[src/shared/ucr_pkg.sv]
// Constants and types for the serial format control and transmit load block.
// Assumes a single reference clock; every pin is sampled through two flip-flops.
package ucr_pkg;
    // Bit positions of the sampled pin vector.
    localparam int PIN_BUS = 0;
    localparam int PIN_CSA = 8;
    localparam int PIN_CSB = 9;
    localparam int PIN_CSC = 10;
    localparam int PIN_RNW = 11;
    localparam int PIN_REGISTER_SELECT = 12;
    localparam int PIN_STRB = 13;
    localparam int PIN_CLR = 14;
    localparam int PIN_CTS = 15;
    localparam int PIN_SCLK = 16;
    localparam int PIN_PSI = 17;
    localparam int PIN_W = 18;
    // Idle pin levels: clear, clear-to-send and peripheral status are high when quiet.
    localparam logic [PIN_W-1:0] PIN_IDLE = 18'h2c000;

    // Field positions of serial_format_control.
    localparam int CTL_NO_PAR = 0;
    localparam int CTL_EVEN = 1;
    localparam int CTL_STOP = 2;
    localparam int CTL_WL_LO = 3;
    localparam int CTL_WL_HI = 4;
    localparam int CTL_IRQ = 5;
    localparam int CTL_BRK = 6;
    localparam int CTL_REQ = 7;
    localparam logic [7:0] CTL_RESET = 8'h00;

    // Serial clocks per transmitted bit.
    localparam int TX_CLKS_PER_BIT = 16;
    // Word length code 00 means this many data bits, less one.
    localparam logic [2:0] WLEN_BASE_M1 = 3'h4;

    typedef enum logic [2:0] {TX_IDLE, TX_WAIT, TX_START, TX_DATA, TX_PAR, TX_STOP} ucr_tx_state_t;
endpackage

[src/shared/ucr_tx_if.sv]
// Link between the control side and the transmit shifter.
// Assumes both ends run on the same reference clock.
`timescale 1ns/1ps
`default_nettype none
interface ucr_tx_if;
    logic load;
    logic abort;
    logic sclk_rise;
    logic [7:0] data;
    logic [1:0] wlen;
    logic no_par;
    logic even;
    logic stop_sel;
    logic busy;
    logic line;
    logic done;
    modport ctrl (output load, abort, sclk_rise, data, wlen, no_par, even, stop_sel, input busy, line, done);
    modport shift (input load, abort, sclk_rise, data, wlen, no_par, even, stop_sel, output busy, line, done);
endinterface
`default_nettype wire

[src/verilog/ucr_uart_top.sv]
// What this block does
// - Parity inhibit: no parity, parity error low.
// - Inhibited parity: stop bits follow data.
// - Even select bit chooses even else odd.
// - Two length bits give five to eight bits.
// - Stop select: one, one-and-half, or two.
// - Interrupt enable gates all interrupt sources.
// - Break bit forces serial output low.
// - Low holds until clear, CTS high, word.
// - Request bit drives request-to-send low.
// - Control write with request changes only request.
// - Holding register captured at strobe trailing edge.
// - Shift loads on falling edge, start later.
// - Register select picks control or holding register.
// - Clear resets control, sets serial output high.
// - Unused high bits are never transmitted.
//
// Processor-side control register and transmit load logic of the UART.
// Assumes the processor pins and the serial clock pin are asynchronous to
// i_ref_clk, which must run well above twice the serial clock rate.
`timescale 1ns/1ps
`default_nettype none
module ucr_uart_top #(
    parameter int CLKS_PER_BIT = ucr_pkg::TX_CLKS_PER_BIT
) (
    input wire logic i_ref_clk,
    input wire logic i_rst_b,
    input wire logic [7:0] i_tx_bus,
    input wire logic i_chip_sel_a,
    input wire logic i_chip_sel_b,
    input wire logic i_chip_sel_c,
    input wire logic i_read_not_write,
    input wire logic i_register_select,
    input wire logic i_write_strobe,
    input wire logic i_clear_b,
    input wire logic i_cts_b,
    input wire logic i_ser_clk,
    input wire logic i_periph_status_irq_b,
    input wire logic i_rx_char_ready,
    input wire logic i_rx_parity_fail,
    output logic o_serial_out,
    output logic o_rts_b,
    output logic o_holding_reg_empty_b,
    output logic o_shift_reg_empty,
    output logic o_int_b,
    output logic o_parity_error,
    output logic [4:0] o_rx_format
);
    import ucr_pkg::*;

    typedef struct packed {
        logic [PIN_W-1:0] s1;
        logic [PIN_W-1:0] s2;
        logic [PIN_W-1:0] s3;
        logic [7:0] lat_bus;
        logic lat_cs;
        logic lat_rnw;
        logic lat_register_select;
        logic [7:0] ctl;
        logic brk_hold;
        logic [7:0] thr;
        logic thr_full;
        logic armed;
        logic holding_reg_empty_pend;
        logic cts_pend;
        logic psi_pend;
        logic serial_out;
        logic rts_b;
        logic holding_reg_empty_b;
        logic shift_reg_empty;
        logic int_b;
        logic parity_error;
        logic [4:0] rx_format;
    } ucr_top_t;

    localparam ucr_top_t TOP_RST = '{s1: PIN_IDLE, s2: PIN_IDLE, s3: PIN_IDLE, lat_bus: 8'h00,
        lat_cs: 1'b0, lat_rnw: 1'b0, lat_register_select: 1'b0, ctl: CTL_RESET, brk_hold: 1'b0,
        thr: 8'h00, thr_full: 1'b0, armed: 1'b0, holding_reg_empty_pend: 1'b0, cts_pend: 1'b0,
        psi_pend: 1'b0, serial_out: 1'b1, rts_b: 1'b1, holding_reg_empty_b: 1'b0, shift_reg_empty: 1'b1,
        int_b: 1'b1, parity_error: 1'b0, rx_format: 5'h00};

    ucr_top_t r, n;
    logic [PIN_W-1:0] pin_raw;
    logic strb_fall, sclk_fall, sclk_rise, clr_act;
    logic wr_ctl, wr_thr, rd_stat;

    ucr_tx_if tx_if ();

    ucr_tx_shift #(
        .CLKS_PER_BIT(CLKS_PER_BIT)
    ) ucr_tx_shift_inst (
        .i_ref_clk(i_ref_clk),
        .i_rst_b(i_rst_b),
        .tx(tx_if.shift)
    );

    always_comb begin
        pin_raw = '0;
        pin_raw[PIN_BUS +: 8] = i_tx_bus;
        pin_raw[PIN_CSA] = i_chip_sel_a;
        pin_raw[PIN_CSB] = i_chip_sel_b;
        pin_raw[PIN_CSC] = i_chip_sel_c;
        pin_raw[PIN_RNW] = i_read_not_write;
        pin_raw[PIN_REGISTER_SELECT] = i_register_select;
        pin_raw[PIN_STRB] = i_write_strobe;
        pin_raw[PIN_CLR] = i_clear_b;
        pin_raw[PIN_CTS] = i_cts_b;
        pin_raw[PIN_SCLK] = i_ser_clk;
        pin_raw[PIN_PSI] = i_periph_status_irq_b;
    end

    // Edges are taken between the second and third stages only.
    assign strb_fall = r.s3[PIN_STRB] & ~r.s2[PIN_STRB];
    assign sclk_fall = r.s3[PIN_SCLK] & ~r.s2[PIN_SCLK];
    assign sclk_rise = ~r.s3[PIN_SCLK] & r.s2[PIN_SCLK];
    assign clr_act = ~r.s2[PIN_CLR];
    assign wr_ctl = strb_fall & r.lat_cs & ~r.lat_rnw & r.lat_register_select;
    assign wr_thr = strb_fall & r.lat_cs & ~r.lat_rnw & ~r.lat_register_select;
    assign rd_stat = strb_fall & r.lat_cs & r.lat_rnw & r.lat_register_select;

    assign tx_if.load = r.thr_full & r.armed & sclk_fall & ~r.s2[PIN_CTS] & ~tx_if.busy & ~clr_act;
    assign tx_if.abort = clr_act;
    assign tx_if.sclk_rise = sclk_rise;
    assign tx_if.data = r.thr;
    assign tx_if.wlen = {r.ctl[CTL_WL_HI], r.ctl[CTL_WL_LO]};
    assign tx_if.no_par = r.ctl[CTL_NO_PAR];
    assign tx_if.even = r.ctl[CTL_EVEN];
    assign tx_if.stop_sel = r.ctl[CTL_STOP];

    always_comb begin
        n = r;
        n.s1 = pin_raw;
        n.s2 = r.s1;
        n.s3 = r.s2;
        // Bus and selects are held from the last sample with the strobe high,
        // so the write uses values that met setup to the trailing edge.
        if (r.s2[PIN_STRB]) begin
            n.lat_bus = r.s2[PIN_BUS +: 8];
            n.lat_cs = r.s2[PIN_CSA] & ~r.s2[PIN_CSB] & r.s2[PIN_CSC];
            n.lat_rnw = r.s2[PIN_RNW];
            n.lat_register_select = r.s2[PIN_REGISTER_SELECT];
        end
        if (wr_ctl) begin
            if (r.lat_bus[CTL_REQ]) begin
                n.ctl[CTL_REQ] = 1'b1;
                if (!r.ctl[CTL_REQ] && !r.thr_full) begin
                    n.holding_reg_empty_pend = 1'b1;
                end
            end else begin
                n.ctl = r.lat_bus;
            end
        end
        if (r.thr_full && sclk_rise) begin
            n.armed = 1'b1;
        end
        if (tx_if.load) begin
            n.thr_full = 1'b0;
            n.armed = 1'b0;
            n.holding_reg_empty_pend = r.ctl[CTL_REQ];
        end
        // capture on trailing edge
        // A write that lands in the load cycle keeps its character, and the empty flag still sets when the request bit is set.
        if (wr_thr) begin
            n.thr = r.lat_bus;
            n.thr_full = 1'b1;
            n.armed = 1'b0;
            if (!tx_if.load) begin
                n.holding_reg_empty_pend = 1'b0;
            end
        end
        // A status read clears the edge flags, but a new edge in that cycle wins.
        if (rd_stat) begin
            n.cts_pend = 1'b0;
            n.psi_pend = 1'b0;
        end
        if (r.s2[PIN_CTS] != r.s3[PIN_CTS]) begin
            n.cts_pend = 1'b1;
        end
        if (r.s3[PIN_PSI] && !r.s2[PIN_PSI]) begin
            n.psi_pend = 1'b1;
        end
        if (r.ctl[CTL_BRK]) begin
            n.brk_hold = 1'b1;
        end else if (r.s2[PIN_CTS] || tx_if.done) begin
            n.brk_hold = 1'b0;
        end
        if (clr_act) begin
            n.ctl = CTL_RESET;
            n.brk_hold = 1'b0;
            n.thr_full = 1'b0;
            n.armed = 1'b0;
            n.holding_reg_empty_pend = 1'b0;
            n.cts_pend = 1'b0;
            n.psi_pend = 1'b0;
        end
        n.serial_out = clr_act | (tx_if.line & ~n.ctl[CTL_BRK] & ~n.brk_hold);
        n.rts_b = ~n.ctl[CTL_REQ];
        n.holding_reg_empty_b = n.thr_full;
        // Falls with the load, so an idle shifter and an empty holding register never show together mid-stream.
        n.shift_reg_empty = ~tx_if.busy & ~tx_if.load;
        n.int_b = ~(n.ctl[CTL_IRQ] & (n.holding_reg_empty_pend | i_rx_char_ready | n.cts_pend | n.psi_pend));
        n.parity_error = i_rx_parity_fail & ~n.ctl[CTL_NO_PAR];
        n.rx_format = n.ctl[CTL_WL_HI:CTL_NO_PAR];
    end

    always_ff @(posedge i_ref_clk) begin
        if (!i_rst_b) begin
            r <= TOP_RST;
        end else begin
            r <= n;
        end
    end

    assign o_serial_out = r.serial_out;
    assign o_rts_b = r.rts_b;
    assign o_holding_reg_empty_b = r.holding_reg_empty_b;
    assign o_shift_reg_empty = r.shift_reg_empty;
    assign o_int_b = r.int_b;
    assign o_parity_error = r.parity_error;
    assign o_rx_format = r.rx_format;
endmodule
`default_nettype wire

[src/verilog/ucr_tx_shift.sv]
// Transmit shift register: frames one character per load on serial clock edges.
// Assumes load arrives on a serial clock falling edge and sclk_rise marks rising edges.
`timescale 1ns/1ps
`default_nettype none
module ucr_tx_shift #(
    parameter int CLKS_PER_BIT = ucr_pkg::TX_CLKS_PER_BIT
) (
    input wire logic i_ref_clk,
    input wire logic i_rst_b,
    ucr_tx_if.shift tx
);
    import ucr_pkg::*;

    typedef struct packed {
        ucr_tx_state_t st;
        logic [7:0] cnt;
        logic [2:0] idx;
        logic [7:0] sr;
        logic par;
        logic line;
        logic busy;
        logic done;
    } ucr_shift_t;

    localparam ucr_shift_t SHIFT_RST = '{st: TX_IDLE, cnt: 8'h00, idx: 3'h0, sr: 8'h00,
                                         par: 1'b0, line: 1'b1, busy: 1'b0, done: 1'b0};
    localparam logic [7:0] BIT_END = 8'(CLKS_PER_BIT - 1);
    // The stop bit is cut one serial clock short so that a waiting character's
    // load edge and start edge land exactly where the last stop bit ends.
    localparam logic [7:0] STOP1_END = 8'(CLKS_PER_BIT - 2);
    localparam logic [7:0] STOP15_END = 8'(CLKS_PER_BIT * 3 / 2 - 2);
    localparam logic [7:0] STOP2_END = 8'(CLKS_PER_BIT * 2 - 2);

    generate
        if (CLKS_PER_BIT < 4 || CLKS_PER_BIT > 126 || CLKS_PER_BIT % 2 != 0) begin : g_bad
            $error("CLKS_PER_BIT must be even and within 4 to 126");
        end
    endgenerate

    ucr_shift_t r, n;
    logic [2:0] last_bit;
    logic [7:0] mask;
    logic [7:0] stop_end;

    assign last_bit = WLEN_BASE_M1 + {1'b0, tx.wlen};

    generate
        for (genvar i = 0; i < 8; i++) begin : g_mask
            assign mask[i] = (3'(i) <= last_bit);
        end
    endgenerate

    always_comb begin
        if (!tx.stop_sel) begin
            stop_end = STOP1_END;
        end else if (tx.wlen == 2'h0) begin
            stop_end = STOP15_END;
        end else begin
            stop_end = STOP2_END;
        end
    end

    always_comb begin
        n = r;
        n.done = 1'b0;
        if (tx.abort) begin
            n = SHIFT_RST;
        end else if (tx.load && !r.busy) begin
            n.sr = tx.data & mask;
            n.par = tx.even ? ^(tx.data & mask) : ~^(tx.data & mask);
            n.st = TX_WAIT;
            n.busy = 1'b1;
            n.idx = 3'h0;
        end else if (tx.sclk_rise) begin
            n.cnt = r.cnt + 8'h01;
            case (r.st)
                TX_WAIT: begin
                    n.st = TX_START;
                    n.line = 1'b0;
                    n.cnt = 8'h00;
                end
                TX_START: begin
                    if (r.cnt == BIT_END) begin
                        n.st = TX_DATA;
                        n.line = r.sr[0];
                        n.cnt = 8'h00;
                    end
                end
                TX_DATA: begin
                    if (r.cnt == BIT_END) begin
                        n.cnt = 8'h00;
                        if (r.idx == last_bit) begin
                            n.st = tx.no_par ? TX_STOP : TX_PAR;
                            n.line = tx.no_par ? 1'b1 : r.par;
                        end else begin
                            n.idx = r.idx + 3'h1;
                            n.sr = {1'b0, r.sr[7:1]};
                            n.line = r.sr[1];
                        end
                    end
                end
                TX_PAR: begin
                    if (r.cnt == BIT_END) begin
                        n.st = TX_STOP;
                        n.line = 1'b1;
                        n.cnt = 8'h00;
                    end
                end
                TX_STOP: begin
                    if (r.cnt == stop_end) begin
                        n.st = TX_IDLE;
                        n.busy = 1'b0;
                        n.done = 1'b1;
                    end
                end
                default: begin
                    n.cnt = 8'h00;
                end
            endcase
        end
    end

    always_ff @(posedge i_ref_clk) begin
        if (!i_rst_b) begin
            r <= SHIFT_RST;
        end else begin
            r <= n;
        end
    end

    assign tx.busy = r.busy;
    assign tx.line = r.line;
    assign tx.done = r.done;
endmodule
`default_nettype wire

[config.mk]
export PLATFORM = sky130hd
export DESIGN_NAME = ucr_uart_top
export DESIGN_NICKNAME = d
export VERILOG_FILES = /design/src/shared/ucr_pkg.sv /design/src/shared/ucr_tx_if.sv /design/src/verilog/ucr_uart_top.sv /design/src/verilog/ucr_tx_shift.sv
export SDC_FILE = /design/constraint.sdc
export NUM_CORES = 1
export LEC_CHECK = 0
export ABC_AREA = 1
export BUFFER_PORTS_ARGS = -buffer_cell sky130_fd_sc_hd__buf_2
export CORE_MARGIN = 10
export CORE_UTILIZATION = 45
export CTS_CLUSTER_SIZE = 8
export DETAILED_ROUTE_END_ITERATION = 10
export SLEW_MARGIN = 20
export SYNTH_ARGS = -nofsm -noshare
export SYNTH_HDL_FRONTEND = slang
export SYNTH_HIERARCHICAL = 1
export SYNTH_SLANG_ARGS = --single-unit
export TNS_END_PERCENT = 50
[constraint.sdc]
create_clock -name i_ref_clk -period 1.85 [get_ports i_ref_clk]
set_input_delay 0.37 -clock i_ref_clk [delete_from_list [all_inputs] [get_ports i_ref_clk]]
set_output_delay 0.37 -clock i_ref_clk [all_outputs]
set_load 0.01 [all_outputs]
== Word-level counts from Yosys, hierarchy flattened ==
Cells that the tools add are included.

* Bitwise operators: 46
* Equal/unequal tests: 20
* Muxes and demuxes: 43
* Order comparisons: 8
* Add/subtract/negate cells: 3
* Reductions and logical operators: 32

{| class="wikitable"
|+ Operators with widths
! kind !! count
|-
| 2-to-1 mux 11 bit || 4
|-
| one-hot mux 8 bit (4 select lines) || 1
|-
| 2-to-1 mux 8 bit || 3
|-
| 2-to-1 mux 22 bit || 1
|-
| bitwise AND 1 bit || 21
|-
| 2-to-1 mux 20 bit || 1
|-
| inverter 1 bit || 20
|-
| 2-to-1 mux 1 bit || 19
|-
| 2-to-1 mux 3 bit || 5
|-
| inequality test 3 x 1 -> 1 bit, second input constant || 5
|-
| one-hot mux 3 bit (5 select lines) || 1
|-
| AND reduction 7 bit || 2
|-
| <= comparator 3 bit, first input constant || 4
|-
| inequality test 2 x 1 -> 1 bit, second input constant || 6
|-
| nonzero test 2 bit || 6
|-
| 2-to-1 mux 9 bit || 1
|-
| adder 8 x 1 -> 8 bit, second input constant || 1
|-
| bitwise AND 8 bit || 1
|-
| == test 8 x 4 -> 1 bit, second input constant || 1
|-
| == test 8 bit || 1
|-
| 2-to-1 mux 2 bit || 4
|-
| AND reduction 4 bit || 2
|-
| XNOR reduction 8 bit || 1
|-
| parity 8 bit || 1
|-
| other kinds (26) || 40
|}

* Flip-flop bits (word level): 123

== Longest topological paths before layout ==
Gate-level depths: netlist of the first run.

* Depth in word-level cells: 15
* Gate-level depth with buffers: 12
* Gate-level depth less buffers: 12

== Hierarchy ==
The synthesis of the first run kept the hierarchy.

{| class="wikitable"
|+ By module, submodules not included
! module !! area each (sq um) !! seq. area each (sq um) !! times used !! cells each
|-
| ucr_uart_top || 2,596.2 || 1,561.5 || 1 || 305
|-
| ucr_tx_shift || 1,661.6 || 520.5 || 1 || 262
|}

== Worst setup path before layout of the first run ==
No wires, ideal clock.

* Path type: register to register
* From: register o_holding_reg_empty_b (netlist name)
* To: register ucr_tx_shift_inst/r[4] (netlist bit)
* Buffers on the path: 2
* Stages on the path, launching flop included: 12
* Arrival: 1.583 ns
* Path slack: 0.158 ns
* Setup time: 0.109 ns
* Cell sequence: dfxtp_1 nand4_1 nor2_1 inv_1 nor2_2 buf_2 inv_1 buf_2 nand3_1 nand3_1 nand2_1 inv_1

{| class="wikitable"
|+ RTL lines
! item !! line !! RTL
|-
| end signal, assigned || ucr_tx_shift.sv:127 || <nowiki>r <= n;</nowiki>
|-
| end, declared || ucr_tx_shift.sv:40 || <nowiki>ucr_shift_t r, n;</nowiki>
|}

== Worst setup path in the final report of the first run ==
* From: register ucr_tx_shift_inst.r, in the netlist ucr_tx_shift_inst/tx.busy
* To: register ucr_tx_shift_inst/r[7] (netlist bit)

* Cells in the longest elaborated chain, start to end: 6
* Elaborated cells between the ends (all ways): 11
* Those cells by class: eq/ne (1); mux (1); bitwise (3); reduce/logical (6)

{| class="wikitable"
|+ RTL lines
! item !! line !! RTL
|-
| inverter 1 bit * || ucr_uart_top.sv:121 || <nowiki>assign tx_if.load = r.thr_full & r.armed & sclk_fall & ~r.s2[PIN_CTS] & ~tx_if.busy & ~clr_act;</nowiki>
|-
| bitwise AND 1 bit * (2 in a row) || ucr_uart_top.sv:121 ||
|-
| via tx_if.load || ucr_tx_if.sv:6 || <nowiki>logic load;</nowiki>
|-
| logical AND 1 bit * || ucr_tx_shift.sv:68 || <nowiki>end else if (tx.load && !r.busy) begin</nowiki>
|-
| inequality test 2 x 1 -> 1 bit (no source line) or nonzero test 2 bit (tied branches) || -- ||
|-
| AND reduction 4 bit (no source line) || -- ||
|}

Mark *: on every way through the listed nets, which the timed path passes. The rest lies on a longest branch.
A chain may end at the register's enable or synchronous reset.

==> metrics.txt, run 1 <==
# TYPE chip_impl_metric gauge
chip_impl_info{name="criticalPathCategory",value="reg -> reg"} 1
chip_impl_info{name="cp_cell_sequence",value="nor2_1 > nand2_1 > nor2_1 > inv_1 > nor2_4 > clkinvlp_4 > buf_4 > buf_4 > nor2_1 > nor2_1 > a21oi_1"} 1
chip_impl_info{name="layout.cells.most_common_list",value="sky130_fd_sc_hd__nand2_1, sky130_fd_sc_hd__dfxtp_1, sky130_fd_sc_hd__inv_1"} 1
chip_impl_metric{name="grt_first_pass_wirelength",unit="µm"} 15330
chip_impl_metric{name="timing.critical_path.arrival",unit="ps"} 1970
chip_impl_metric{name="post_layout_nets",unit=""} 640
chip_impl_metric{name="grt_use_total",unit="%"} 14.02
chip_impl_info{name="critical_path.top_delay_family",value="simple AND/OR/NAND/NOR gates"} 1
chip_impl_metric{name="final.period_utilization",unit="%"} 90.06
chip_impl_metric{name="clk_path_buf_depth",unit=""} 2
chip_impl_metric{name="synth_enable_flop_cells",unit=""} 0
chip_impl_metric{name="worst_path_buf_inv",unit=""} 4
chip_impl_metric{name="die_height",unit="µm"} 117.3
chip_impl_metric{name="timing.final.ws_setup",unit="ps"} 183.8
chip_impl_metric{name="first_global_vias",unit=""} 3337
chip_impl_metric{name="synth_seq_area_share",unit="%"} 48.90
chip_impl_metric{name="worstPathMaxFanout",unit=""} 6
chip_impl_metric{name="clock_skew",unit="ps"} 15.08
chip_impl_metric{name="yosys_warns",unit=""} 6
chip_impl_metric{name="flow.area_growth_from_synthesis",unit="%"} 15.31
chip_impl_info{name="ys.flop_type",value="sky130_fd_sc_hd__dfxtp_1"} 1
chip_impl_info{name="timing.critical_path.mode_cell",value="sky130_fd_sc_hd__nor2_1"} 1
chip_impl_metric{name="port_buf_inserts",unit=""} 32
chip_impl_info{name="kind_of_start_point_of_the_critical_path",value="flip-flop"} 1
chip_impl_metric{name="synthesis.area_per_instance",unit="µm²"} 7.509
chip_impl_metric{name="clk_latency",unit="ps"} 370
chip_impl_metric{name="setup-violations-final",unit=""} 0
chip_impl_metric{name="detailedPlacementHpwl",unit="µm"} 6625
chip_impl_metric{name="hold_depth",unit=""} 3
chip_impl_metric{name="synth_async_sr_flop_share",unit="%"} 0
chip_impl_metric{name="pre_cts_slack",unit="ps"} 177.8
chip_impl_metric{name="coreArea",unit="µm²"} 9240
chip_impl_metric{name="max-vdd-ir-drop",unit="mV"} 0.5073
chip_impl_info{name="cpMaxStageDelayCell",value="sky130_fd_sc_hd__dfxtp_1"} 1
chip_impl_info{name="root_buffer",value="sky130_fd_sc_hd__clkbuf_8"} 1
chip_impl_metric{name="critical_path.max_stage_delay",unit="ps"} 360
chip_impl_info{name="hp-class",value="in -> reg"} 1
chip_impl_metric{name="endpoint_required_time_on_the_critical_path",unit="ps"} 2150
chip_impl_metric{name="cts-hold-fix-buffers",unit=""} 0
chip_impl_metric{name="worst_setup_hold_path_clk_slew",unit="ps"} 110
chip_impl_metric{name="start_util",unit="%"} 46.08
chip_impl_metric{name="diodes",unit=""} 0
chip_impl_metric{name="drt_iter0_drc",unit=""} 186
chip_impl_metric{name="antenna_violations_before_repair",unit=""} 0
chip_impl_metric{name="flops_latches_synth",unit=""} 104
chip_impl_metric{name="first_drt_pass_iteration_count",unit=""} 4
chip_impl_metric{name="achievable-frequency",unit="MHz"} 600.2
chip_impl_info{name="setup.worst_path.end_class",value="flip-flop"} 1
chip_impl_metric{name="reg2reg_depth",unit=""} 11
chip_impl_metric{name="report.final.hold_viol_count",unit=""} 0
chip_impl_metric{name="distinct_cell_type_count_of_the_synthesized_netlist",unit=""} 38
chip_impl_metric{name="syn_area",unit="µm²"} 4258
chip_impl_metric{name="die-area",unit="µm²"} 13750
chip_impl_metric{name="ios",unit=""} 33
chip_impl_metric{name="critical_path_cell_count",unit=""} 11
chip_impl_metric{name="detail-route-antenna-nets",unit=""} 0
chip_impl_metric{name="synthesis.instances",unit=""} 567
chip_impl_metric{name="max_slew.worst_pin.slew",unit="ps"} 377.1
chip_impl_info{name="layout.cells.most_common",value="sky130_fd_sc_hd__nand2_1"} 1
chip_impl_info{name="clock_tree_from_tritoncts",value="built"} 1
chip_impl_metric{name="grt_max_degree",unit=""} 58
chip_impl_metric{name="cts.sink_count",unit=""} 104
chip_impl_metric{name="layout-drive-gt1-share",unit="%"} 18.06
chip_impl_metric{name="cts_max_level",unit=""} 3
chip_impl_metric{name="post-route-cell-area",unit="µm²"} 4910
chip_impl_metric{name="timing.slew.headroom",unit="%"} 74.69
chip_impl_metric{name="final-max-slew-violation-count",unit=""} 0
chip_impl_metric{name="drt-wirelength-per-cell",unit="µm"} 11.83
chip_impl_metric{name="numCtsBuffers",unit=""} 9
chip_impl_metric{name="power_density",unit="nW/µm²"} 814.8
chip_impl_metric{name="final.fill_count",unit=""} 929
chip_impl_metric{name="detailed_place.area",unit="µm²"} 4616
chip_impl_metric{name="power_leakage",unit="nW"} 2.331
chip_impl_metric{name="residual_overflow_from_global_routing",unit=""} 0
chip_impl_metric{name="wirelength",unit="µm"} 8862
chip_impl_metric{name="die_x",unit="µm"} 117.3
chip_impl_metric{name="synth.net_count",unit=""} 592
chip_impl_metric{name="via_density_per_instance",unit=""} 4.634
chip_impl_metric{name="layout_min_cycle_time",unit="ps"} 1666
chip_impl_metric{name="rows",unit=""} 35
chip_impl_metric{name="routabilityCongestion",unit=""} 0.8290
chip_impl_metric{name="maxCapViolCount",unit=""} 0
chip_impl_metric{name="via_count",unit=""} 3471
chip_impl_metric{name="detail_route.drc_violations",unit=""} 0
chip_impl_info{name="run_status",value="completed"} 1
[cells by family after synthesis]
group | synth area share (%)
AOI/OAI and AO/OA | 8.904
DFF | 48.90
and+or+nand+nor | 28.89
xor gates and xnor gates | 2.263
adders and majority gates | 0.8817
buffers and inverters | 10.17
[registers in the layout, indices dropped and copies added (netlist names)]
| name | count |
|---|---|
| o_shift_reg_empty | 1 |
| o_parity_error | 1 |
| o_holding_reg_empty_b | 1 |
| o_serial_out | 1 |
| o_rts_b | 1 |
| o_int_b | 1 |
| ucr_tx_shift_inst/tx.done | 1 |
| r | 28 |
| ucr_tx_shift_inst/tx.busy | 1 |
| ucr_tx_shift_inst/tx.line | 1 |
| n | 36 |
| tx_if.data | 8 |
| ucr_tx_shift_inst/r | 23 |
[through the flow]
step	instances	hold slack [ps]	TNS, ps	power [mW]	util, %
2_1_floorplan	567	390.5	0	2.467	-
3_3_place_gp	727	392.7	0	2.534	49.95
3_5_place_dp	727	400.4	0	2.540	49.95
4_1_cts	743	148.8	0	4.069	52.32
5_1_grt	749	150.6	-12.66	4.200	53.13
6_report	749	165.6	0	4.000	53.13
[worst paths after layout]
kind	startpoint	slack (ps)	endpoint
hold reg to reg	n[69]	420	n[51]
hold / removal	i_chip_sel_c	170	n[72]
setup / recovery	ucr_tx_shift_inst/tx.busy	180	ucr_tx_shift_inst/r[7]
setup reg to reg	ucr_tx_shift_inst/tx.busy	180	ucr_tx_shift_inst/r[7]
[final cells by class]
class                      instances  area (µm²)  share of cell area (%)
clock buffer                       9       123.9                   2.523
clock inverter                     7       95.09                   1.937
inverter                          89       340.3                   6.932
multi-input combinational        357        1770                   36.06
sequential                       104        2083                   42.43
tap                              129       161.4                   3.287
timing repair buffer              54       335.3                   6.830
[power by group]
part	total (mW)	switching, mW	leakage [nW]	internal [mW]
clock	1.52	0.848	0.111	0.668
sequential	2.32	0.0232	0.848	2.29
combinational	0.168	0.102	1.37	0.0666
[timing repair]
item | CTS | global route
endpoints found under the setup margin | 0 | 7
hold endpoints to repair | 0 | 0
buffers inserted | 0 | 6
gates resized for setup | 0 | 8
[metal layers]
| layer | vias to the layer above | track usage, % | part of all wire (%) |
|---|---|---|---|
| li1 | 1850 | - | - |
| met1 | 1564 | 17.02 | 46 |
| met2 | 51 | 24.03 | 50 |
| met3 | 6 | 3.772 | 3.2 |
| met4 | 0 | 3.460 | 0.94 |
| met5 | - | 0 | 0 |
[tightest hold or removal path, stage by stage]
cell and delay (ps):
sky130_fd_sc_hd__buf_2 70, sky130_fd_sc_hd__nand2_1 40, sky130_fd_sc_hd__inv_1 40
[cells in the mapped netlist (9+ instances only)]
library cell	n	area, µm²
sky130_fd_sc_hd__inv_1	82	307.8
sky130_fd_sc_hd__nor2_2	9	56.30
sky130_fd_sc_hd__nand2_1	122	457.9
sky130_fd_sc_hd__nor2_1	71	266.5
sky130_fd_sc_hd__dfxtp_1	104	2082
sky130_fd_sc_hd__nand3_1	31	155.2
sky130_fd_sc_hd__a21oi_1	31	155.2
sky130_fd_sc_hd__o21ai_0	30	150.1
Power figures use the tool's default switching activity.
==> run 2: changes to the inputs <==
==> constraint.sdc (replaced) <==
create_clock -name i_ref_clk -period 2 [get_ports i_ref_clk]
set_input_delay 0.4 -clock i_ref_clk [delete_from_list [all_inputs] [get_ports i_ref_clk]]
set_output_delay 0.4 -clock i_ref_clk [all_outputs]
set_load 0.01 [all_outputs]
==> run 2 against run 1 <==
  * Sequential share of layout area is 1.1 points higher
  * Clock-buffer cell count stayed put
  * Largest power group unchanged
  * Cell area down 2.6%
  * Routed wire length down 3.9%
  * Clock skew shrank 6.4 ps
  * Combinational power is 9.5% lower
  * Critical endpoint unchanged
==> metrics.txt, run 2 (synthesized netlist as in run 1, its figures left out) <==
# TYPE chip_impl_metric gauge
chip_impl_info{name="criticalPathCategory",value="reg -> reg"} 1
chip_impl_metric{name="clock_skew",unit="ps"} 8.682
chip_impl_info{name="kind_of_start_point_of_the_critical_path",value="flip-flop"} 1
chip_impl_metric{name="flow.area_growth_from_synthesis",unit="%"} 12.34
chip_impl_metric{name="fin_util",unit="%"} 51.77
chip_impl_metric{name="worst_setup_hold_path_clk_slew",unit="ps"} 110
chip_impl_metric{name="port_buf_inserts",unit=""} 32
chip_impl_metric{name="layout-drive-gt1-share",unit="%"} 15.95
chip_impl_info{name="root_buffer",value="sky130_fd_sc_hd__clkbuf_8"} 1
chip_impl_metric{name="cts_max_level",unit=""} 3
chip_impl_metric{name="via_count",unit=""} 3408
chip_impl_metric{name="layout_min_cycle_time",unit="ps"} 1841
chip_impl_metric{name="final-max-slew-violation-count",unit=""} 0
chip_impl_metric{name="numCtsBuffers",unit=""} 9
chip_impl_metric{name="tns",unit="ps"} 0
chip_impl_metric{name="report.final.hold_viol_count",unit=""} 0
chip_impl_metric{name="detailedPlacementHpwl",unit="µm"} 6352
chip_impl_metric{name="routabilityCongestion",unit=""} 0.8278
chip_impl_metric{name="grt_util_met1",unit="%"} 15.38
chip_impl_info{name="cp_cell_sequence",value="nor2_1 > nand2_1 > nor2_2 > inv_1 > nor2_2 > clkinvlp_4 > buf_12 > nand2_1 > nor2_1 > nor2_1 > a21oi_1"} 1
chip_impl_info{name="unrepaired_setup_endpoints_after_global_routing",value="no"} 1
chip_impl_metric{name="grt_max_degree",unit=""} 56
chip_impl_metric{name="post_layout_nets",unit=""} 629
chip_impl_metric{name="placed_cells",unit=""} 720
chip_impl_metric{name="power_density",unit="nW/µm²"} 739.5
chip_impl_metric{name="coreArea",unit="µm²"} 9240
chip_impl_metric{name="clk_latency",unit="ps"} 360
chip_impl_metric{name="rows",unit=""} 35
chip_impl_metric{name="cts.sink_count",unit=""} 104
chip_impl_info{name="startpoint",value="n[59]"} 1
chip_impl_info{name="worst_reg2reg_path_startpoint",value="n[59]"} 1
chip_impl_metric{name="max_slew.worst_pin.slew",unit="ps"} 373.1
chip_impl_info{name="layout.cells.most_common_list",value="sky130_fd_sc_hd__nand2_1, sky130_fd_sc_hd__dfxtp_1, sky130_fd_sc_hd__inv_1"} 1
chip_impl_metric{name="maxCapViolCount",unit=""} 0
chip_impl_metric{name="final.period_utilization",unit="%"} 92.07
chip_impl_info{name="run_status",value="completed"} 1
chip_impl_metric{name="clk_path_buf_depth",unit=""} 2
chip_impl_info{name="holdCritStartpoint",value="i_tx_bus[7]"} 1
chip_impl_metric{name="diodes",unit=""} 0
chip_impl_info{name="clock_tree_from_tritoncts",value="built"} 1
chip_impl_metric{name="die_height",unit="µm"} 117.3
chip_impl_info{name="setup.worst_path.end_class",value="flip-flop"} 1
chip_impl_info{name="cpMaxStageDelayCell",value="sky130_fd_sc_hd__dfxtp_1"} 1
chip_impl_metric{name="die_x",unit="µm"} 117.3
chip_impl_metric{name="grt_use_total",unit="%"} 13.14
chip_impl_metric{name="first_global_vias",unit=""} 3252
chip_impl_metric{name="ios",unit=""} 33
chip_impl_metric{name="first_drt_pass_iteration_count",unit=""} 4
chip_impl_metric{name="achievable-frequency",unit="MHz"} 543.0
chip_impl_metric{name="antenna_violations_before_repair",unit=""} 0
chip_impl_metric{name="final.fill_count",unit=""} 906
chip_impl_info{name="layout.cells.most_common",value="sky130_fd_sc_hd__nand2_1"} 1
chip_impl_metric{name="endpoint_required_time_on_the_critical_path",unit="ps"} 2260
chip_impl_metric{name="die-area",unit="µm²"} 13750
chip_impl_info{name="gr-max-usage-layer",value="met2"} 1
chip_impl_metric{name="grt_first_pass_wirelength",unit="µm"} 14520
chip_impl_info{name="timing.critical_path.mode_cell",value="sky130_fd_sc_hd__nor2_1"} 1
chip_impl_metric{name="via_density_per_instance",unit=""} 4.624
chip_impl_metric{name="timing.slew.headroom",unit="%"} 74.96
chip_impl_metric{name="drt_iter0_drc",unit=""} 190
chip_impl_metric{name="drt-wirelength-per-cell",unit="µm"} 11.56
chip_impl_metric{name="start_util",unit="%"} 46.08
chip_impl_metric{name="final_cells",unit=""} 737
chip_impl_metric{name="detail-route-antenna-nets",unit=""} 0
chip_impl_metric{name="power_leakage",unit="nW"} 2.255
chip_impl_metric{name="hold-worst-slack",unit="ps"} 206.1
chip_impl_metric{name="groute.layer.met2.usage",unit="%"} 23.09
chip_impl_metric{name="residual_overflow_from_global_routing",unit=""} 0
chip_impl_metric{name="critical_path.max_stage_delay",unit="ps"} 360
chip_impl_metric{name="max-vdd-ir-drop",unit="mV"} 0.5296
chip_impl_metric{name="setup-violations-final",unit=""} 0
chip_impl_metric{name="detail_route.drc_violations",unit=""} 0
chip_impl_metric{name="number_of_flip_flops_under_the_largest_register_name",unit=""} 36
chip_impl_metric{name="wirelength",unit="µm"} 8518
chip_impl_metric{name="timing.critical_path.arrival",unit="ps"} 2100
chip_impl_info{name="hp-class",value="in -> reg"} 1
chip_impl_metric{name="global_route.usage.met3",unit="%"} 3.109
chip_impl_metric{name="worstPathMaxFanout",unit=""} 8
==> run 2: cell types whose count changed in the layout (fill, tap and decap cells not counted), moves of 2 or more <==
cell,before,now
sky130_fd_sc_hd__nor2_2,7,10
sky130_fd_sc_hd__nor2_4,6,4
sky130_fd_sc_hd__nor3_1,4,6
sky130_fd_sc_hd__nor3_2,4,2
sky130_fd_sc_hd__buf_4,20,9
==> run 2: critical path: cells and delay by family (launching register included) <==
family	cells	cell delay [ps]
buffers and inverters	3	540
DFF	1	360
and+or+nand+nor	7	790
AOI/OAI and AO/OA	1	70
==> run 2: area by class of cell <==
class / instances / area, µm² / share of cell area (%)
clock buffers: 9 / 123.9 / 2.590
clock inverters: 6 / 62.56 / 1.308
inverters: 89 / 340.3 / 7.115
multi-input cells: 357 / 1745 / 36.49
flip-flops and latches: 104 / 2082 / 43.53
well taps: 129 / 161.4 / 3.374
repair buffers: 43 / 267.8 / 5.598
==> run 2: metal layers <==
layer / vias to the layer above / wire, µm
met5: - / 0
met1: 1526 / 4049
met4: 0 / 53
met2: 48 / 4187
li1: 1829 / -
met3: 5 / 227
==> run 2: what timing repair did <==
action | in CTS | in global routing
gates resized for setup | 0 | 2
endpoints found under the setup margin | 0 | 2
setup buffers | 0 | 2
hold buffers | 0 | 0
==> run 2: path summary, 6_finish.rpt <==
check                                 to  slack, ps  depth (start not counted)
hold reg to reg                    n[59]        420                          1
hold / removal                     n[69]        210                          3
setup reg to reg  ucr_tx_shift_inst/r[7]        160                         11
setup / recovery  ucr_tx_shift_inst/r[7]        160                         11
==> run 2: per-stage QoR <==
stage	cell area, µm²	power [mW]	setup WS, ps
after global placement	4563	2.340	312.4
final	4783	3.537	158.5
after CTS	4750	3.596	170.1
after global routing	4783	3.704	13.54
after detailed placement	4563	2.344	186.3
after floorplan	4258	2.282	308.3
==> run 2: power by group <==
| part | internal (mW) | total (mW) | switching (mW) |
|---|---|---|---|
| combinational | 0.0589 | 0.152 | 0.0935 |
| clock | 0.481 | 1.25 | 0.764 |
| sequential | 2.12 | 2.14 | 0.0196 |
| total | 2.66 | 3.54 | 0.877 |
==> run 3: changes to the inputs <==
--- a/config.mk
+++ b/config.mk
@@ -7,7 +7,6 @@
 export LEC_CHECK = 0
 export ABC_AREA = 1
 export BUFFER_PORTS_ARGS = -buffer_cell sky130_fd_sc_hd__buf_2
-export CORE_MARGIN = 10
 export CORE_UTILIZATION = 45
 export CTS_CLUSTER_SIZE = 8
 export DETAILED_ROUTE_END_ITERATION = 10
==> run 3 against run 2 <==
  * Die area is 28% lower
  * Register-to-register slack better by 60 ps
  * Cell area is 0.63% lower
  * Clock-buffer cell count is 1 higher
  * First-iteration DRC count is 37% lower
  * Flip-flop and latch count stayed put
  * Power is 1.8% higher
  * Via count is 0.50% lower
  * Setup slack better by 65 ps
  * Sequential power hardly changed
  * Critical path depth stayed put
  * Global-route usage is 4.9 points higher
  * Highest routed layer unchanged
==> metrics.txt, run 3 (synthesized netlist as in run 1, its figures left out) <==
# TYPE chip_impl_metric gauge
chip_impl_info{name="unrepaired_setup_endpoints_after_global_routing",value="no"} 1
chip_impl_metric{name="clk_latency",unit="ps"} 370
chip_impl_metric{name="report.final.hold_viol_count",unit=""} 0
chip_impl_metric{name="combinationalPowerShare",unit="%"} 4.3
chip_impl_metric{name="number_of_flip_flops_under_the_largest_register_name",unit=""} 36
chip_impl_metric{name="cts.sink_count",unit=""} 104
chip_impl_metric{name="p_sw_share",unit="%"} 24.73
chip_impl_metric{name="antenna_violations_before_repair",unit=""} 0
chip_impl_metric{name="maxCapViolCount",unit=""} 0
chip_impl_metric{name="endpoint_required_time_on_the_critical_path",unit="ps"} 2270
chip_impl_metric{name="flow.area_growth_from_synthesis",unit="%"} 11.64
chip_impl_info{name="layout.cells.most_common_list",value="sky130_fd_sc_hd__nand2_1, sky130_fd_sc_hd__dfxtp_1, sky130_fd_sc_hd__inv_1"} 1
chip_impl_metric{name="pwr-share-seq",unit="%"} 59.5
chip_impl_metric{name="cts_max_level",unit=""} 3
chip_impl_metric{name="achievable-frequency",unit="MHz"} 562.9
chip_impl_metric{name="clock_skew",unit="ps"} 13.11
chip_impl_metric{name="worstPathMaxFanout",unit=""} 13
chip_impl_metric{name="hold_depth",unit=""} 3
chip_impl_metric{name="power.switching",unit="mW"} 0.8904
chip_impl_metric{name="detail-route-antenna-nets",unit=""} 0
chip_impl_metric{name="detailedPlacementHpwl",unit="µm"} 6212
chip_impl_info{name="clock_tree_from_tritoncts",value="built"} 1
chip_impl_metric{name="diodes",unit=""} 0
chip_impl_metric{name="routabilityCongestion",unit=""} 0.9082
chip_impl_metric{name="first_global_vias",unit=""} 3154
chip_impl_info{name="kind_of_start_point_of_the_critical_path",value="flip-flop"} 1
chip_impl_metric{name="critical_path.max_stage_delay",unit="ps"} 360
chip_impl_metric{name="port_buf_inserts",unit=""} 32
chip_impl_metric{name="final-max-slew-violation-count",unit=""} 0
chip_impl_metric{name="max-vdd-ir-drop",unit="mV"} 0.5332
chip_impl_info{name="endpoint_of_the_worst_slack_reg_to_reg_timing_path",value="ucr_tx_shift_inst/r[4]"} 1
chip_impl_metric{name="die_height",unit="µm"} 99.27
chip_impl_metric{name="layout_min_cycle_time",unit="ps"} 1776
chip_impl_metric{name="worst_setup_hold_path_clk_slew",unit="ps"} 110
chip_impl_info{name="criticalPathCategory",value="reg -> reg"} 1
chip_impl_metric{name="grt_first_pass_wirelength",unit="µm"} 14260
chip_impl_metric{name="timing.critical_path.arrival",unit="ps"} 2050
chip_impl_metric{name="post_layout_nets",unit=""} 630
chip_impl_metric{name="final.fill_count",unit=""} 923
chip_impl_metric{name="first_drt_pass_iteration_count",unit=""} 5
chip_impl_metric{name="residual_overflow_from_global_routing",unit=""} 0
chip_impl_metric{name="layout-drive-gt1-share",unit="%"} 15.90
chip_impl_metric{name="die-area",unit="µm²"} 9855
chip_impl_metric{name="coreArea",unit="µm²"} 9196
chip_impl_info{name="cpMaxStageDelayCell",value="sky130_fd_sc_hd__dfxtp_1"} 1
chip_impl_metric{name="p_int",unit="mW"} 2.710
chip_impl_info{name="layout.cells.most_common",value="sky130_fd_sc_hd__nand2_1"} 1
chip_impl_info{name="timing.critical_path.mode_cell",value="sky130_fd_sc_hd__inv_1"} 1
chip_impl_metric{name="drt-wirelength-per-cell",unit="µm"} 11.31
chip_impl_info{name="worst_reg2reg_path_startpoint",value="ucr_tx_shift_inst/tx.busy"} 1
chip_impl_metric{name="final_cells",unit=""} 721
chip_impl_info{name="worstHoldEndpoint",value="n[75]"} 1
chip_impl_metric{name="wirelength",unit="µm"} 8154
chip_impl_metric{name="grt_use_total",unit="%"} 18.08
chip_impl_metric{name="ios",unit=""} 33
chip_impl_metric{name="clk_path_buf_depth",unit=""} 2
chip_impl_metric{name="cts-hold-fix-buffers",unit=""} 0
chip_impl_metric{name="start_util",unit="%"} 46.30
chip_impl_metric{name="detail_route.drc_violations",unit=""} 0
chip_impl_metric{name="reg2reg_depth",unit=""} 11
chip_impl_metric{name="setup-violations-final",unit=""} 0
chip_impl_metric{name="power_density",unit="nW/µm²"} 757.4
chip_impl_info{name="holdCritStartpoint",value="i_write_strobe"} 1
chip_impl_metric{name="grt_max_degree",unit=""} 28
chip_impl_metric{name="via_count",unit=""} 3391
chip_impl_metric{name="final.period_utilization",unit="%"} 88.82
chip_impl_info{name="cp_cell_sequence",value="nor2_1 > nand2_1 > nor2_1 > inv_1 > nor2_2 > inv_1 > buf_4 > nand3_1 > nand3_1 > nand2_1 > inv_1"} 1
chip_impl_metric{name="rows",unit=""} 35
chip_impl_metric{name="drt_iter0_drc",unit=""} 120
chip_impl_metric{name="share_clk_of_total_power",unit="%"} 36.3
chip_impl_info{name="run_status",value="completed"} 1
chip_impl_metric{name="tns",unit="ps"} 0
chip_impl_info{name="hp-class",value="in -> reg"} 1
chip_impl_metric{name="max_slew.worst_pin.slew",unit="ps"} 403.9
chip_impl_metric{name="hold-worst-slack",unit="ps"} 203.7
chip_impl_metric{name="cts.repair_timing.setup_buffer_count",unit=""} 0
chip_impl_metric{name="numCtsBuffers",unit=""} 9
chip_impl_metric{name="power_leakage",unit="nW"} 2.258
chip_impl_info{name="setup.worst_path.end_class",value="flip-flop"} 1
chip_impl_metric{name="via_density_per_instance",unit=""} 4.703
chip_impl_metric{name="placed_cells",unit=""} 705
chip_impl_info{name="root_buffer",value="sky130_fd_sc_hd__clkbuf_8"} 1
chip_impl_metric{name="timing.slew.headroom",unit="%"} 72.87
chip_impl_metric{name="timing.reg2reg.setup_slack",unit="ps"} 220
chip_impl_info{name="startpoint",value="ucr_tx_shift_inst/tx.busy"} 1
chip_impl_metric{name="die_x",unit="µm"} 99.27
chip_impl_metric{name="post_cts.resized_instances",unit=""} 0
==> run 3: worst max-delay path by stage <==
stage / endpoint / slack, ps / cells past startpoint
global placement: ucr_tx_shift_inst/r[4] / 320 / 11
floorplan: ucr_tx_shift_inst/r[4] / 310 / 11
global route: ucr_tx_shift_inst/r[4] / 40 / 10
detailed placement: ucr_tx_shift_inst/r[4] / 240 / 11
CTS: ucr_tx_shift_inst/r[4] / 220 / 11
finish: ucr_tx_shift_inst/r[4] / 220 / 11
==> run 3: layout make-up <==
class,instances,area (µm²),area share (%)
timing repair buffer,44,250.2,5.265
inverter,89,336.6,7.081
sequential,104,2082,43.80
clock inverter,6,65.06,1.369
clock buffer,10,137.6,2.895
tap,111,138.9,2.922
multi-input combinational,357,1743,36.67
==> run 3: routing by layer <==
metal	GRT usage (%)	vias up	wire, µm
met5	0	-	0
met3	3.795	10	199
li1	-	1832	-
met2	31.62	49	4026
met4	6.561	0	122
met1	21.91	1500	3806
==> run 3: worst max-delay path, delay by kind of cell (launching register included) <==
family / cells / cell delay, ps
AND/OR/NAND/NOR: 7 / 750
buffers and inverters: 4 / 570
flip-flops: 1 / 360
==> run 3: stage by stage <==
step	power (mW)	area, µm²	utilization [%]	worst slack [ps]
6_report	3.600	4753	51.69	223.5
5_1_grt	3.764	4753	51.69	39.75
4_1_cts	3.647	4753	51.69	221.4
3_5_place_dp	2.346	4551	49.48	237.7
3_3_place_gp	2.342	4551	49.48	321.7
2_1_floorplan	2.282	4258	-	308.3
==> run 3: power by group through the flow <==
stage          clock (mW)  sequential (mW)  combinational [mW]
6_report             1.31             2.14               0.154
5_1_grt              1.44             2.15               0.179
4_1_cts              1.35             2.14               0.157
3_5_place_dp            0             2.19               0.156
3_3_place_gp            0             2.19               0.154
2_1_floorplan           0             2.19              0.0963
